===== src/pkg/rtc_alarm_pkg.sv =====
package rtc_alarm_pkg;

	// Register byte offsets
	localparam logic [3:0] OFF_SETUP  = 4'h0;
	localparam logic [3:0] OFF_WINDOW = 4'h4;

	// Setup register field positions
	localparam int EN_BIT    = 15;
	localparam int CHIME_BIT = 14;
	localparam int MASK_HI   = 13;
	localparam int MASK_LO   = 10;
	localparam int PTR_HI    = 9;
	localparam int PTR_LO    = 8;
	localparam int RPT_HI    = 7;
	localparam int RPT_LO    = 0;

	// Window register byte lanes
	localparam int WIN_HI_LANE = 1;
	localparam int WIN_LO_LANE = 0;

	// Reset values
	localparam logic [15:0] SETUP_RST = 16'h0000;
	localparam logic [7:0]  VAL_RST   = 8'h00;

	// Repeat counter limits
	localparam logic [7:0] RPT_ZERO = 8'h00;
	localparam logic [7:0] RPT_FULL = 8'hFF;

	// Pointer limits
	localparam logic [1:0] PTR_ZERO  = 2'h0;
	localparam logic [1:0] PTR_UNIMP = 2'h3;

	// Interval select codes
	localparam logic [3:0] IV_HALF_SEC = 4'h0;
	localparam logic [3:0] IV_SEC      = 4'h1;
	localparam logic [3:0] IV_TEN_SEC  = 4'h2;
	localparam logic [3:0] IV_MIN      = 4'h3;
	localparam logic [3:0] IV_TEN_MIN  = 4'h4;
	localparam logic [3:0] IV_HOUR     = 4'h5;
	localparam logic [3:0] IV_DAY      = 4'h6;
	localparam logic [3:0] IV_WEEK     = 4'h7;
	localparam logic [3:0] IV_MONTH    = 4'h8;
	localparam logic [3:0] IV_YEAR     = 4'h9;

	// AXI responses
	localparam logic [1:0] RESP_OKAY   = 2'h0;
	localparam logic [1:0] RESP_SLVERR = 2'h2;

	// Bus handshake states
	typedef enum logic [1:0] {
		CH_IDLE = 2'b01,
		CH_BUSY = 2'b10
	} chan_state_t;

endpackage


===== src/core/rtc_alarm.sv =====
// Implementation choices: the register offsets and the AXI4-Lite slave port.
`timescale 1ns/1ps
module rtc_alarm
	import rtc_alarm_pkg::*;
#(
	parameter int ADDR_W = 4
)(
	input  wire logic        clk,            // 25 MHz clock
	input  wire logic        arst_n,         // Async reset, active low
	input  wire logic        half_sec_tick,  // Pulse each half second
	input  wire logic        sec_tick,       // Pulse when time below advances
	input  wire logic [7:0]  now_sec,        // BCD seconds
	input  wire logic [7:0]  now_min,        // BCD minutes
	input  wire logic [7:0]  now_hour,       // BCD hours
	input  wire logic [7:0]  now_wday,       // Weekday
	input  wire logic [7:0]  now_mday,       // BCD day of month
	input  wire logic [7:0]  now_month,      // BCD month
	output logic             alarm_event,    // One-cycle alarm pulse
	input  wire logic [ADDR_W-1:0] awaddr,   // Write address
	input  wire logic        awvalid,        // Write address valid
	output logic             awready,        // Write address ready
	input  wire logic [31:0] wdata,          // Write data
	input  wire logic [3:0]  wstrb,          // Write byte strobes
	input  wire logic        wvalid,         // Write data valid
	output logic             wready,         // Write data ready
	output logic [1:0]       bresp,          // Write response
	output logic             bvalid,         // Write response valid
	input  wire logic        bready,         // Write response ready
	input  wire logic [ADDR_W-1:0] araddr,   // Read address
	input  wire logic        arvalid,        // Read address valid
	output logic             arready,        // Read address ready
	output logic [31:0]      rdata,          // Read data
	output logic [1:0]       rresp,          // Read response
	output logic             rvalid,         // Read data valid
	input  wire logic        rready          // Read data ready
);

	// Refuse address widths too small for the map
	if (ADDR_W < 3)
	begin : g_bad_addr
		$error("ADDR_W must be at least 3");
	end

	// Offset compare on byte address
	function automatic logic hit(input logic [ADDR_W-1:0] a, input logic [3:0] off);
		hit = (a == ADDR_W'(off)) ? 1'b1 : 1'b0;
	endfunction

	// Saturating pointer step-down
	function automatic logic [1:0] ptr_dec(input logic [1:0] p, input logic [1:0] n);
		ptr_dec = (p > n) ? p - n : PTR_ZERO;
	endfunction

	chan_state_t       wr_st_r;
	chan_state_t       rd_st_r;
	logic              aw_full_r;
	logic              w_full_r;
	logic [ADDR_W-1:0] aw_addr_r;
	logic [31:0]       w_data_r;
	logic [3:0]        w_strb_r;
	logic              en_r;
	logic              chime_r;
	logic [3:0]        ival_r;
	logic [1:0]        ptr_r;
	logic [7:0]        rpt_r;
	logic [7:0]        hi_r [0:2];
	logic [7:0]        lo_r [0:2];
	logic              wr_go;
	logic              rd_go;
	logic              cfg_wr;
	logic              win_wr;
	logic              win_rd;
	logic              match;
	logic              evt;
	logic [1:0]        ptr_steps;
	logic [15:0]       setup_view;
	logic [15:0]       win_view;

	// Write performs once both address and data are held
	assign wr_go  = aw_full_r && w_full_r && (wr_st_r == CH_IDLE);
	assign rd_go  = arvalid && arready;
	assign cfg_wr = wr_go && hit(aw_addr_r, OFF_SETUP);
	assign win_wr = wr_go && hit(aw_addr_r, OFF_WINDOW);
	assign win_rd = rd_go && hit(araddr, OFF_WINDOW);

	// Register views
	assign setup_view = {en_r, chime_r, ival_r, ptr_r, rpt_r};
	assign win_view   = (ptr_r == PTR_UNIMP) ? 16'h0000 : {hi_r[ptr_r], lo_r[ptr_r]};

	// Field compare by interval select, time fields in BCD
	always_comb
	begin
		match = 1'b0;
		case (ival_r)
			IV_HALF_SEC: match = half_sec_tick;
			IV_SEC:      match = sec_tick;
			IV_TEN_SEC:  match = sec_tick && (now_sec[3:0] == lo_r[0][3:0]);
			IV_MIN:      match = sec_tick && (now_sec == lo_r[0]);
			IV_TEN_MIN:  match = sec_tick && (now_sec == lo_r[0])
				&& (now_min[3:0] == hi_r[0][3:0]);
			IV_HOUR:     match = sec_tick && (now_sec == lo_r[0]) && (now_min == hi_r[0]);
			IV_DAY:      match = sec_tick && (now_sec == lo_r[0]) && (now_min == hi_r[0])
				&& (now_hour == lo_r[1]);
			IV_WEEK:     match = sec_tick && (now_sec == lo_r[0]) && (now_min == hi_r[0])
				&& (now_hour == lo_r[1]) && (now_wday == hi_r[1]);
			IV_MONTH:    match = sec_tick && (now_sec == lo_r[0]) && (now_min == hi_r[0])
				&& (now_hour == lo_r[1]) && (now_mday == lo_r[2]);
			// 29 Feb only matches in a year that has it
			IV_YEAR:     match = sec_tick && (now_sec == lo_r[0]) && (now_min == hi_r[0])
				&& (now_hour == lo_r[1]) && (now_mday == lo_r[2])
				&& (now_month == hi_r[2]);
			default:     match = 1'b0;
		endcase
	end

	assign evt = en_r && match;

	// Event output pulse
	always_ff @(posedge clk or negedge arst_n)
	begin
		if (!arst_n)
			alarm_event <= 1'b0;
		else
			alarm_event <= evt;
	end

	// Enable, chime and interval byte; a write wins over the self-clear
	always_ff @(posedge clk or negedge arst_n)
	begin
		if (!arst_n)
		begin
			en_r    <= SETUP_RST[EN_BIT];
			chime_r <= SETUP_RST[CHIME_BIT];
			ival_r  <= SETUP_RST[MASK_HI:MASK_LO];
		end
		else if (cfg_wr && w_strb_r[1])
		begin
			en_r    <= w_data_r[EN_BIT];
			chime_r <= w_data_r[CHIME_BIT];
			ival_r  <= w_data_r[MASK_HI:MASK_LO];
		end
		else if (evt && (rpt_r == RPT_ZERO) && !chime_r)
			en_r <= 1'b0;
	end

	// Repeat count
	always_ff @(posedge clk or negedge arst_n)
	begin
		if (!arst_n)
			rpt_r <= SETUP_RST[RPT_HI:RPT_LO];
		else if (cfg_wr && w_strb_r[0])
			rpt_r <= w_data_r[RPT_HI:RPT_LO];
		else if (evt)
		begin
			if (rpt_r != RPT_ZERO)
				rpt_r <= rpt_r - 8'h01;
			else if (chime_r)
				rpt_r <= RPT_FULL;
			else
				rpt_r <= RPT_ZERO;
		end
	end

	// Window reads and high-lane window writes counted this cycle
	assign ptr_steps = {1'b0, win_rd} + {1'b0, win_wr && w_strb_r[WIN_HI_LANE]};

	// Window pointer
	always_ff @(posedge clk or negedge arst_n)
	begin
		if (!arst_n)
			ptr_r <= SETUP_RST[PTR_HI:PTR_LO];
		else if (cfg_wr && w_strb_r[1])
			ptr_r <= w_data_r[PTR_HI:PTR_LO];
		else
			ptr_r <= ptr_dec(ptr_r, ptr_steps);
	end

	// Alarm value bytes behind the window
	always_ff @(posedge clk or negedge arst_n)
	begin
		if (!arst_n)
		begin
			hi_r <= '{VAL_RST, VAL_RST, VAL_RST};
			lo_r <= '{VAL_RST, VAL_RST, VAL_RST};
		end
		else if (win_wr && (ptr_r != PTR_UNIMP))
		begin
			if (w_strb_r[WIN_HI_LANE])
				hi_r[ptr_r] <= w_data_r[15:8];
			if (w_strb_r[WIN_LO_LANE])
				lo_r[ptr_r] <= w_data_r[7:0];
		end
	end

	// Write address and data capture, either order
	always_ff @(posedge clk or negedge arst_n)
	begin
		if (!arst_n)
		begin
			awready   <= 1'b1;
			wready    <= 1'b1;
			aw_full_r <= 1'b0;
			w_full_r  <= 1'b0;
			aw_addr_r <= '0;
			w_data_r  <= 32'h00000000;
			w_strb_r  <= 4'h0;
		end
		else
		begin
			if (awvalid && awready)
			begin
				aw_addr_r <= awaddr;
				aw_full_r <= 1'b1;
				awready   <= 1'b0;
			end
			else if (wr_go)
				aw_full_r <= 1'b0;
			if (wvalid && wready)
			begin
				w_data_r <= wdata;
				w_strb_r <= wstrb;
				w_full_r <= 1'b1;
				wready   <= 1'b0;
			end
			else if (wr_go)
				w_full_r <= 1'b0;
			if (bvalid && bready)
			begin
				awready <= 1'b1;
				wready  <= 1'b1;
			end
		end
	end

	// Write response
	always_ff @(posedge clk or negedge arst_n)
	begin
		if (!arst_n)
		begin
			wr_st_r <= CH_IDLE;
			bvalid  <= 1'b0;
			bresp   <= RESP_OKAY;
		end
		else
		begin
			case (wr_st_r)
				CH_IDLE:
					if (wr_go)
					begin
						wr_st_r <= CH_BUSY;
						bvalid  <= 1'b1;
						bresp   <= (hit(aw_addr_r, OFF_SETUP) || hit(aw_addr_r, OFF_WINDOW))
							? RESP_OKAY : RESP_SLVERR;
					end
				CH_BUSY:
					if (bready)
					begin
						wr_st_r <= CH_IDLE;
						bvalid  <= 1'b0;
					end
				default:
					wr_st_r <= CH_IDLE;
			endcase
		end
	end

	// Read channel
	always_ff @(posedge clk or negedge arst_n)
	begin
		if (!arst_n)
		begin
			rd_st_r <= CH_IDLE;
			arready <= 1'b1;
			rvalid  <= 1'b0;
			rdata   <= 32'h00000000;
			rresp   <= RESP_OKAY;
		end
		else
		begin
			case (rd_st_r)
				CH_IDLE:
					if (rd_go)
					begin
						rd_st_r <= CH_BUSY;
						arready <= 1'b0;
						rvalid  <= 1'b1;
						rresp   <= RESP_OKAY;
						if (hit(araddr, OFF_SETUP))
							rdata <= {16'h0000, setup_view};
						else if (hit(araddr, OFF_WINDOW))
							rdata <= {16'h0000, win_view};
						else
						begin
							rdata <= 32'h00000000;
							rresp <= RESP_SLVERR;
						end
					end
				CH_BUSY:
					if (rready)
					begin
						rd_st_r <= CH_IDLE;
						arready <= 1'b1;
						rvalid  <= 1'b0;
					end
				default:
					rd_st_r <= CH_IDLE;
			endcase
		end
	end
endmodule


===== config.mk =====
export PLATFORM = sky130hd
export DESIGN_NAME = rtc_alarm
export DESIGN_NICKNAME = d
export VERILOG_FILES = /design/src/pkg/rtc_alarm_pkg.sv /design/src/core/rtc_alarm.sv
export SDC_FILE = /design/constraint.sdc
export NUM_CORES = 1
export LEC_CHECK = 0
export BUFFER_PORTS_ARGS = -buffer_cell sky130_fd_sc_hd__buf_2
export CAP_MARGIN = 20
export CORE_MARGIN = 3
export CORE_UTILIZATION = 45
export CTS_BUF_LIST = sky130_fd_sc_hd__clkbuf_4
export DETAILED_ROUTE_END_ITERATION = 12
export PLACE_DENSITY = 0.69
export REMOVE_ABC_BUFFERS = 1
export SYNTH_ARGS = -nofsm -noshare
export SYNTH_HDL_FRONTEND = slang
export SYNTH_SLANG_ARGS = --single-unit

===== constraint.sdc =====
create_clock -name clk -period 3.9 [get_ports clk]
set_input_delay 0 -clock clk [delete_from_list [all_inputs] [get_ports clk]]
set_output_delay 0 -clock clk [all_outputs]
set_load 0.05 [all_outputs]

* Word-level counts from Yosys, hierarchy flattened
Index checks and enable logic that the tools add are counted.
** Storage, ports and cells
- Output and inout bits :: 42
- Register bits :: 134
- Logic and storage cells :: 162
** Operators by class
- Bitwise operators :: 1
- Magnitude comparators :: 3
- $add $sub $neg :: 3
- Reductions and logical operators :: 48
- Mux-type cells :: 51
- Eq/ne operators :: 29
** Operator list (count)
- $mux 8 :: 9
- $bwmux 24 :: 2
- $eq 8x8->1 :: 6
- $mux 16 :: 3
- $bmux 8 s2 :: 2
- $logic_and 1x1->1 :: 25
- $eq 4x3->1 const B :: 6
- $mux 1 :: 19
- $mux 2 :: 9
- $demux 8 s2 :: 1
- $reduce_bool 2->1 :: 8
- $logic_not 4->1 :: 3
- $reduce_and 2->1 :: 6
- $ne 2x2->1 const B :: 5
- $pmux 1 s10 :: 1
- $eq 4x2->1 const B :: 2
- $eq 4x4->1 :: 2
- $eq 4x4->1 const B :: 2
- $logic_not 8->1 :: 1
- $pmux 2 s2 :: 2
- $reduce_bool 8->1 :: 1
- $sub 8x1->8 const B :: 1
- $eq 2x2->1 const B :: 3
- $pmux 1 s2 :: 3
- 11 further kinds :: 13

* Logic depth before layout (Yosys ltp)
- Word-level depth :: 12
- Depth in mapped cells :: 10
- Depth with buffers taken out :: 10

* Worst setup path before layout
Ideal clock, no wire load.
- Kind :: register -> register
- From :: reg wr_st_r[0]
- To :: reg ptr_r[1]
- Path slack :: 1.475 ns
- Arrival :: 2.290 ns
- Required time :: 3.764 ns
- Buffers on the path :: 0
- Cell stages (with the launch flop) :: 11
- Library setup time :: 0.136 ns
- Clock period less this slack :: 2.425 ns
- Cell sequence :: dfstp_2 nand4b_1 nor4_4 nand3_1 inv_1 ha_1 ha_1 inv_1 fa_1 nand4_1 o21ai_0
** On the way
- Longest elaborated chain between the ends :: 8
- Elaborated cells between the ends (all ways) :: 11
** RTL lines
- start, declared :: RTL line rtc_alarm.sv:54 : chan_state_t wr_st_r;
- start signal, assigned :: RTL line rtc_alarm.sv:240 : wr_st_r <= CH_IDLE;
- start signal, assigned :: RTL line rtc_alarm.sv:250 : wr_st_r <= CH_BUSY;
- start signal, assigned :: RTL line rtc_alarm.sv:258 : wr_st_r <= CH_IDLE;
- $eq 2x1->1 * :: RTL line rtc_alarm.sv:80 : assign wr_go = aw_full_r && w_full_r && (wr_st_r == CH_IDLE);
- $logic_and 1x1->1 * :: RTL line rtc_alarm.sv:80
- $logic_and 1x1->1 :: RTL line rtc_alarm.sv:83 : assign win_wr = wr_go && hit(aw_addr_r, OFF_WINDOW);
- $logic_and 1x1->1 :: RTL line rtc_alarm.sv:165 : assign ptr_steps = {1'b0, win_rd} + {1'b0, win_wr && w_strb_r[WIN_HI_LANE]};
- $add 1x1->2 :: RTL line rtc_alarm.sv:165
- $sub 2x2->2 or $gt 2x2->1 (tied branches) :: RTL line rtc_alarm.sv:51 : ptr_dec = (p > n) ? p - n : PTR_ZERO;
- $mux 2 :: RTL line rtc_alarm.sv:51
- $mux 2 * :: RTL line rtc_alarm.sv:172 : else if (cfg_wr && w_strb_r[1])
- end signal, assigned :: RTL line rtc_alarm.sv:171 : ptr_r <= SETUP_RST[PTR_HI:PTR_LO];
- end signal, assigned :: RTL line rtc_alarm.sv:173 : ptr_r <= w_data_r[PTR_HI:PTR_LO];
- end signal, assigned :: RTL line rtc_alarm.sv:175 : ptr_r <= ptr_dec(ptr_r, ptr_steps);
- end, declared :: RTL line rtc_alarm.sv:64 : logic [1:0] ptr_r;
Every way passes the cells marked *; elsewhere a longest branch is shown, timed or not.
A chain may end at the register's enable or synchronous reset.

* Final worst setup path
Ends and elaborated chain as after synthesis.

==> flow_summary.yaml <==
floorplanning:
  fp.dieW_um: 122
  core-area_sq_um: 12800
  fp.dieH_um: 122
  rows: 41
  die_area_sq_um: 14800
  start_util: 0.469
  ios: 143
sta:
  hold_violations: 0
  finalSetupViolCount: 0
  period_minus_slack_ns: 2.82
  setup_tns_ns: 0
  worst_pin_slew_ns: 0.819
  rsz0062_at_grt: "no"
  skew_ns: 0.0141
  slew_viol_final: 0
  fin_crit_sh: 0.723
  slew_headroom: 0.453
  timing.fmax_mhz: 355
logic_synthesis:
  synth_area_sq_um: 6010
  synth_cell_type_count: 55
  ys.flop_type: "dfrtp_1"
  yosysWarnings: 0
  ys_ff_latch: 116
  seq_area_frac_synth: 0.484
  ys_async_sr_fraction: 1.00
  syn_area_per_cell_sq_um: 11.0
  synth-edff-count: 0
  syn_inst: 546
global_route:
  globalRouteMet2Util: 0.342
  top_usage_layer: "met2"
  grt_first_pass_wirelength_mm: 24.3
  antenna_found_initial: 0
  track_usage: 0.213
  grt_remaining_overflow: 0
  grt_max_degree: 49
  grt_use_met1: 0.284
  grt_use_met3: 0.0562
  first_global_vias: 4633
drt:
  wl_mm: 15.1
  wl_per_cell_um: 17.1
  drcViolationCount: 0
  vias_per_cell: 5.23
  drt-initial-drc-count: 230
  vias: 4604
  dr.pass1.iters: 5
  ant_nets: 0
finish:
  drive_gt1_frac: 0.331
  fillerInstances: 1140
  area_growth_pct: 21.4
  diodes: 0
  layout_common_cells: "111 x dfrtp_1, 105 x buf_2, 76 x mux2_2, 58 x nand2_1, 44 x o21ai_0"
  final_common_cell: "dfrtp_1"
  final_nets: 803
worst_setup_path:
  worstPathRequired_ns: 4.30
  cp_slowest_stage_delay_ns: 0.53
  worstPathMaxFanout: 6
  worstPathCellList: "nand4b_1 -> nor4_4 -> nand3_1 -> inv_1 -> ha_1 -> ha_1 -> inv_1 -> fa_1 -> nand4_1 -> o21ai_0"
  setup.worst_path.end_class: "flip-flop"
  critPathKind: "flip-flop to flip-flop"
  slowest_stage: "dfstp_2"
  cp-start-kind: "flip-flop"
  arrival_ns: 3.22
cts:
  cts_buffers: 17
  cts_resized: 0
  h-tree-depth: 4
  clk_latency_ns: 0.53
  cts_hold_buf: 34
  root_buffer: "clkbuf_4"
  clk_pin_slew_ns: 0.10
  cts.sinks: 116
  postCtsSetupRepairBufs: 0
  clockBufferDepth: 2
  cts_tree: "done"
placement:
  port_buffers: 106
  dp_hpwl_mm: 11.1
  gp_congestion: 0.877
pwr:
  irDropWorstVdd_uv: 303
  p_leak_nw: 3.35
  p_per_area_nw_per_um2: 511
  p_total_mw: 3.73
hold_path:
  timing.hold.worst.class: "primary input to flip-flop"
run:
  drv_cap: 0
status:
  status: "complete, no violations"
## layout make-up
cell class | instances | area, sq um | share of cell area
repair buffers | 147 | 936 | 0.128
clock inverters | 13 | 116 | 0.0159
clock buffers | 19 | 143 | 0.0196
multi-input cells | 393 | 2900 | 0.397
inverters | 21 | 78.8 | 0.0108
flip-flops and latches | 116 | 2910 | 0.399
well taps | 172 | 215 | 0.0295
## cell families after synthesis
group,share of synthesized area
buffers and inverters,0.0458
xor gates and xnor gates,0.0714
muxes,0.169
adders and majority gates,0.0137
DFF,0.484
AOI/OAI and AO/OA,0.106
other,0.000624
and+or+nand+nor,0.110
## routing by layer
metal / wire [um] / part of all wire
met3: 836 / 0.055
met2: 7370 / 0.49
met5: 0 / 0
met4: 208 / 0.014
met1: 6680 / 0.44
## power breakdown
group	leakage (nW)	total (mW)	switching, mW	internal, mW
combinational	1.71	1.10	0.601	0.500
sequential	1.50	1.80	0.337	1.47
clock	0.136	0.823	0.444	0.379
total	3.35	3.73	1.38	2.34
## Yosys cell counts (3+ instances only)
cell      count  area (sq um)
and3_1        3          18.8
ha_1          5          62.6
nor2_2        4          25.0
dfstp_2       5           131
mux2_2       76           856
mux2i_1      16           160
o21ai_0      44           220
dfrtp_1     111          2780
xnor2_1      40           350
nand3b_1      3          22.5
nand4_1      10          62.6
a22oi_1      16           120
a21oi_1       9          45.0
buf_4        18           135
nand2b_1      7          43.8
clkbuf_1     12          45.0
xor2_1        9          78.8
nor2_1       17          63.8
nand3_1       9          45.0
o21a_1        3          22.5
nor3_1        5          25.0
inv_1        21          78.8
nor4_1        5          31.3
nand2_1      58           218
## path summary, 6_finish.rpt
check	from	to	cells after the start	slack (ns)
worst max register to register	wr_st_r[0]$_DFFE_PN1P_	ptr_r[1]$_DFF_PN0_	10	1.08
worst min register to register	rdata[1]$_DFFE_PN0P_	rdata[1]$_DFFE_PN0P_	2	0.48
worst max-delay path	wr_st_r[0]$_DFFE_PN1P_	ptr_r[1]$_DFF_PN0_	10	1.08
worst min-delay path	araddr[1]	rdata[15]$_DFFE_PN0P_	5	0.10
min in group asynchronous	arst_n	rdata[6]$_DFFE_PN0P_	4	0.55
max in group asynchronous	arst_n	w_data_r[8]$_DFFE_PN0P_	4	2.74
## flip-flops by register name, indices dropped and copies added (netlist names), 2 cells and up
register / cells
lo_r: 24
ptr_r: 2
w_strb_r: 2
rdata: 16
ival_r: 4
w_data_r: 16
hi_r: 24
rd_st_r: 2
wr_st_r: 2
rpt_r: 8
aw_addr_r: 4
## worst max-delay path: cells and delay by family, from the launching register on
family | cells | cell delay (ns)
and+or+nand+nor | 4 | 1.02
adders and majority gates | 3 | 0.83
DFF | 1 | 0.53
buffers and inverters | 2 | 0.21
AOI/OAI and AO/OA | 1 | 0.10
## through the flow
stage / util / instances / cell area (sq um) / worst slack [ns] / hold WS, ns
after floorplan: - / 530 / 5880 / 1.46 / -0.296
after global placement: 0.521 / 815 / 6690 / 1.17 / -0.0386
after detailed placement: 0.521 / 815 / 6690 / 1.11 / -0.0260
after CTS: 0.569 / 881 / 7300 / 1.09 / 0.0553
after global routing: 0.569 / 881 / 7300 / 0.881 / 0.118
final: 0.569 / 881 / 7300 / 1.08 / 0.104
Power figures use the tool's default switching activity.
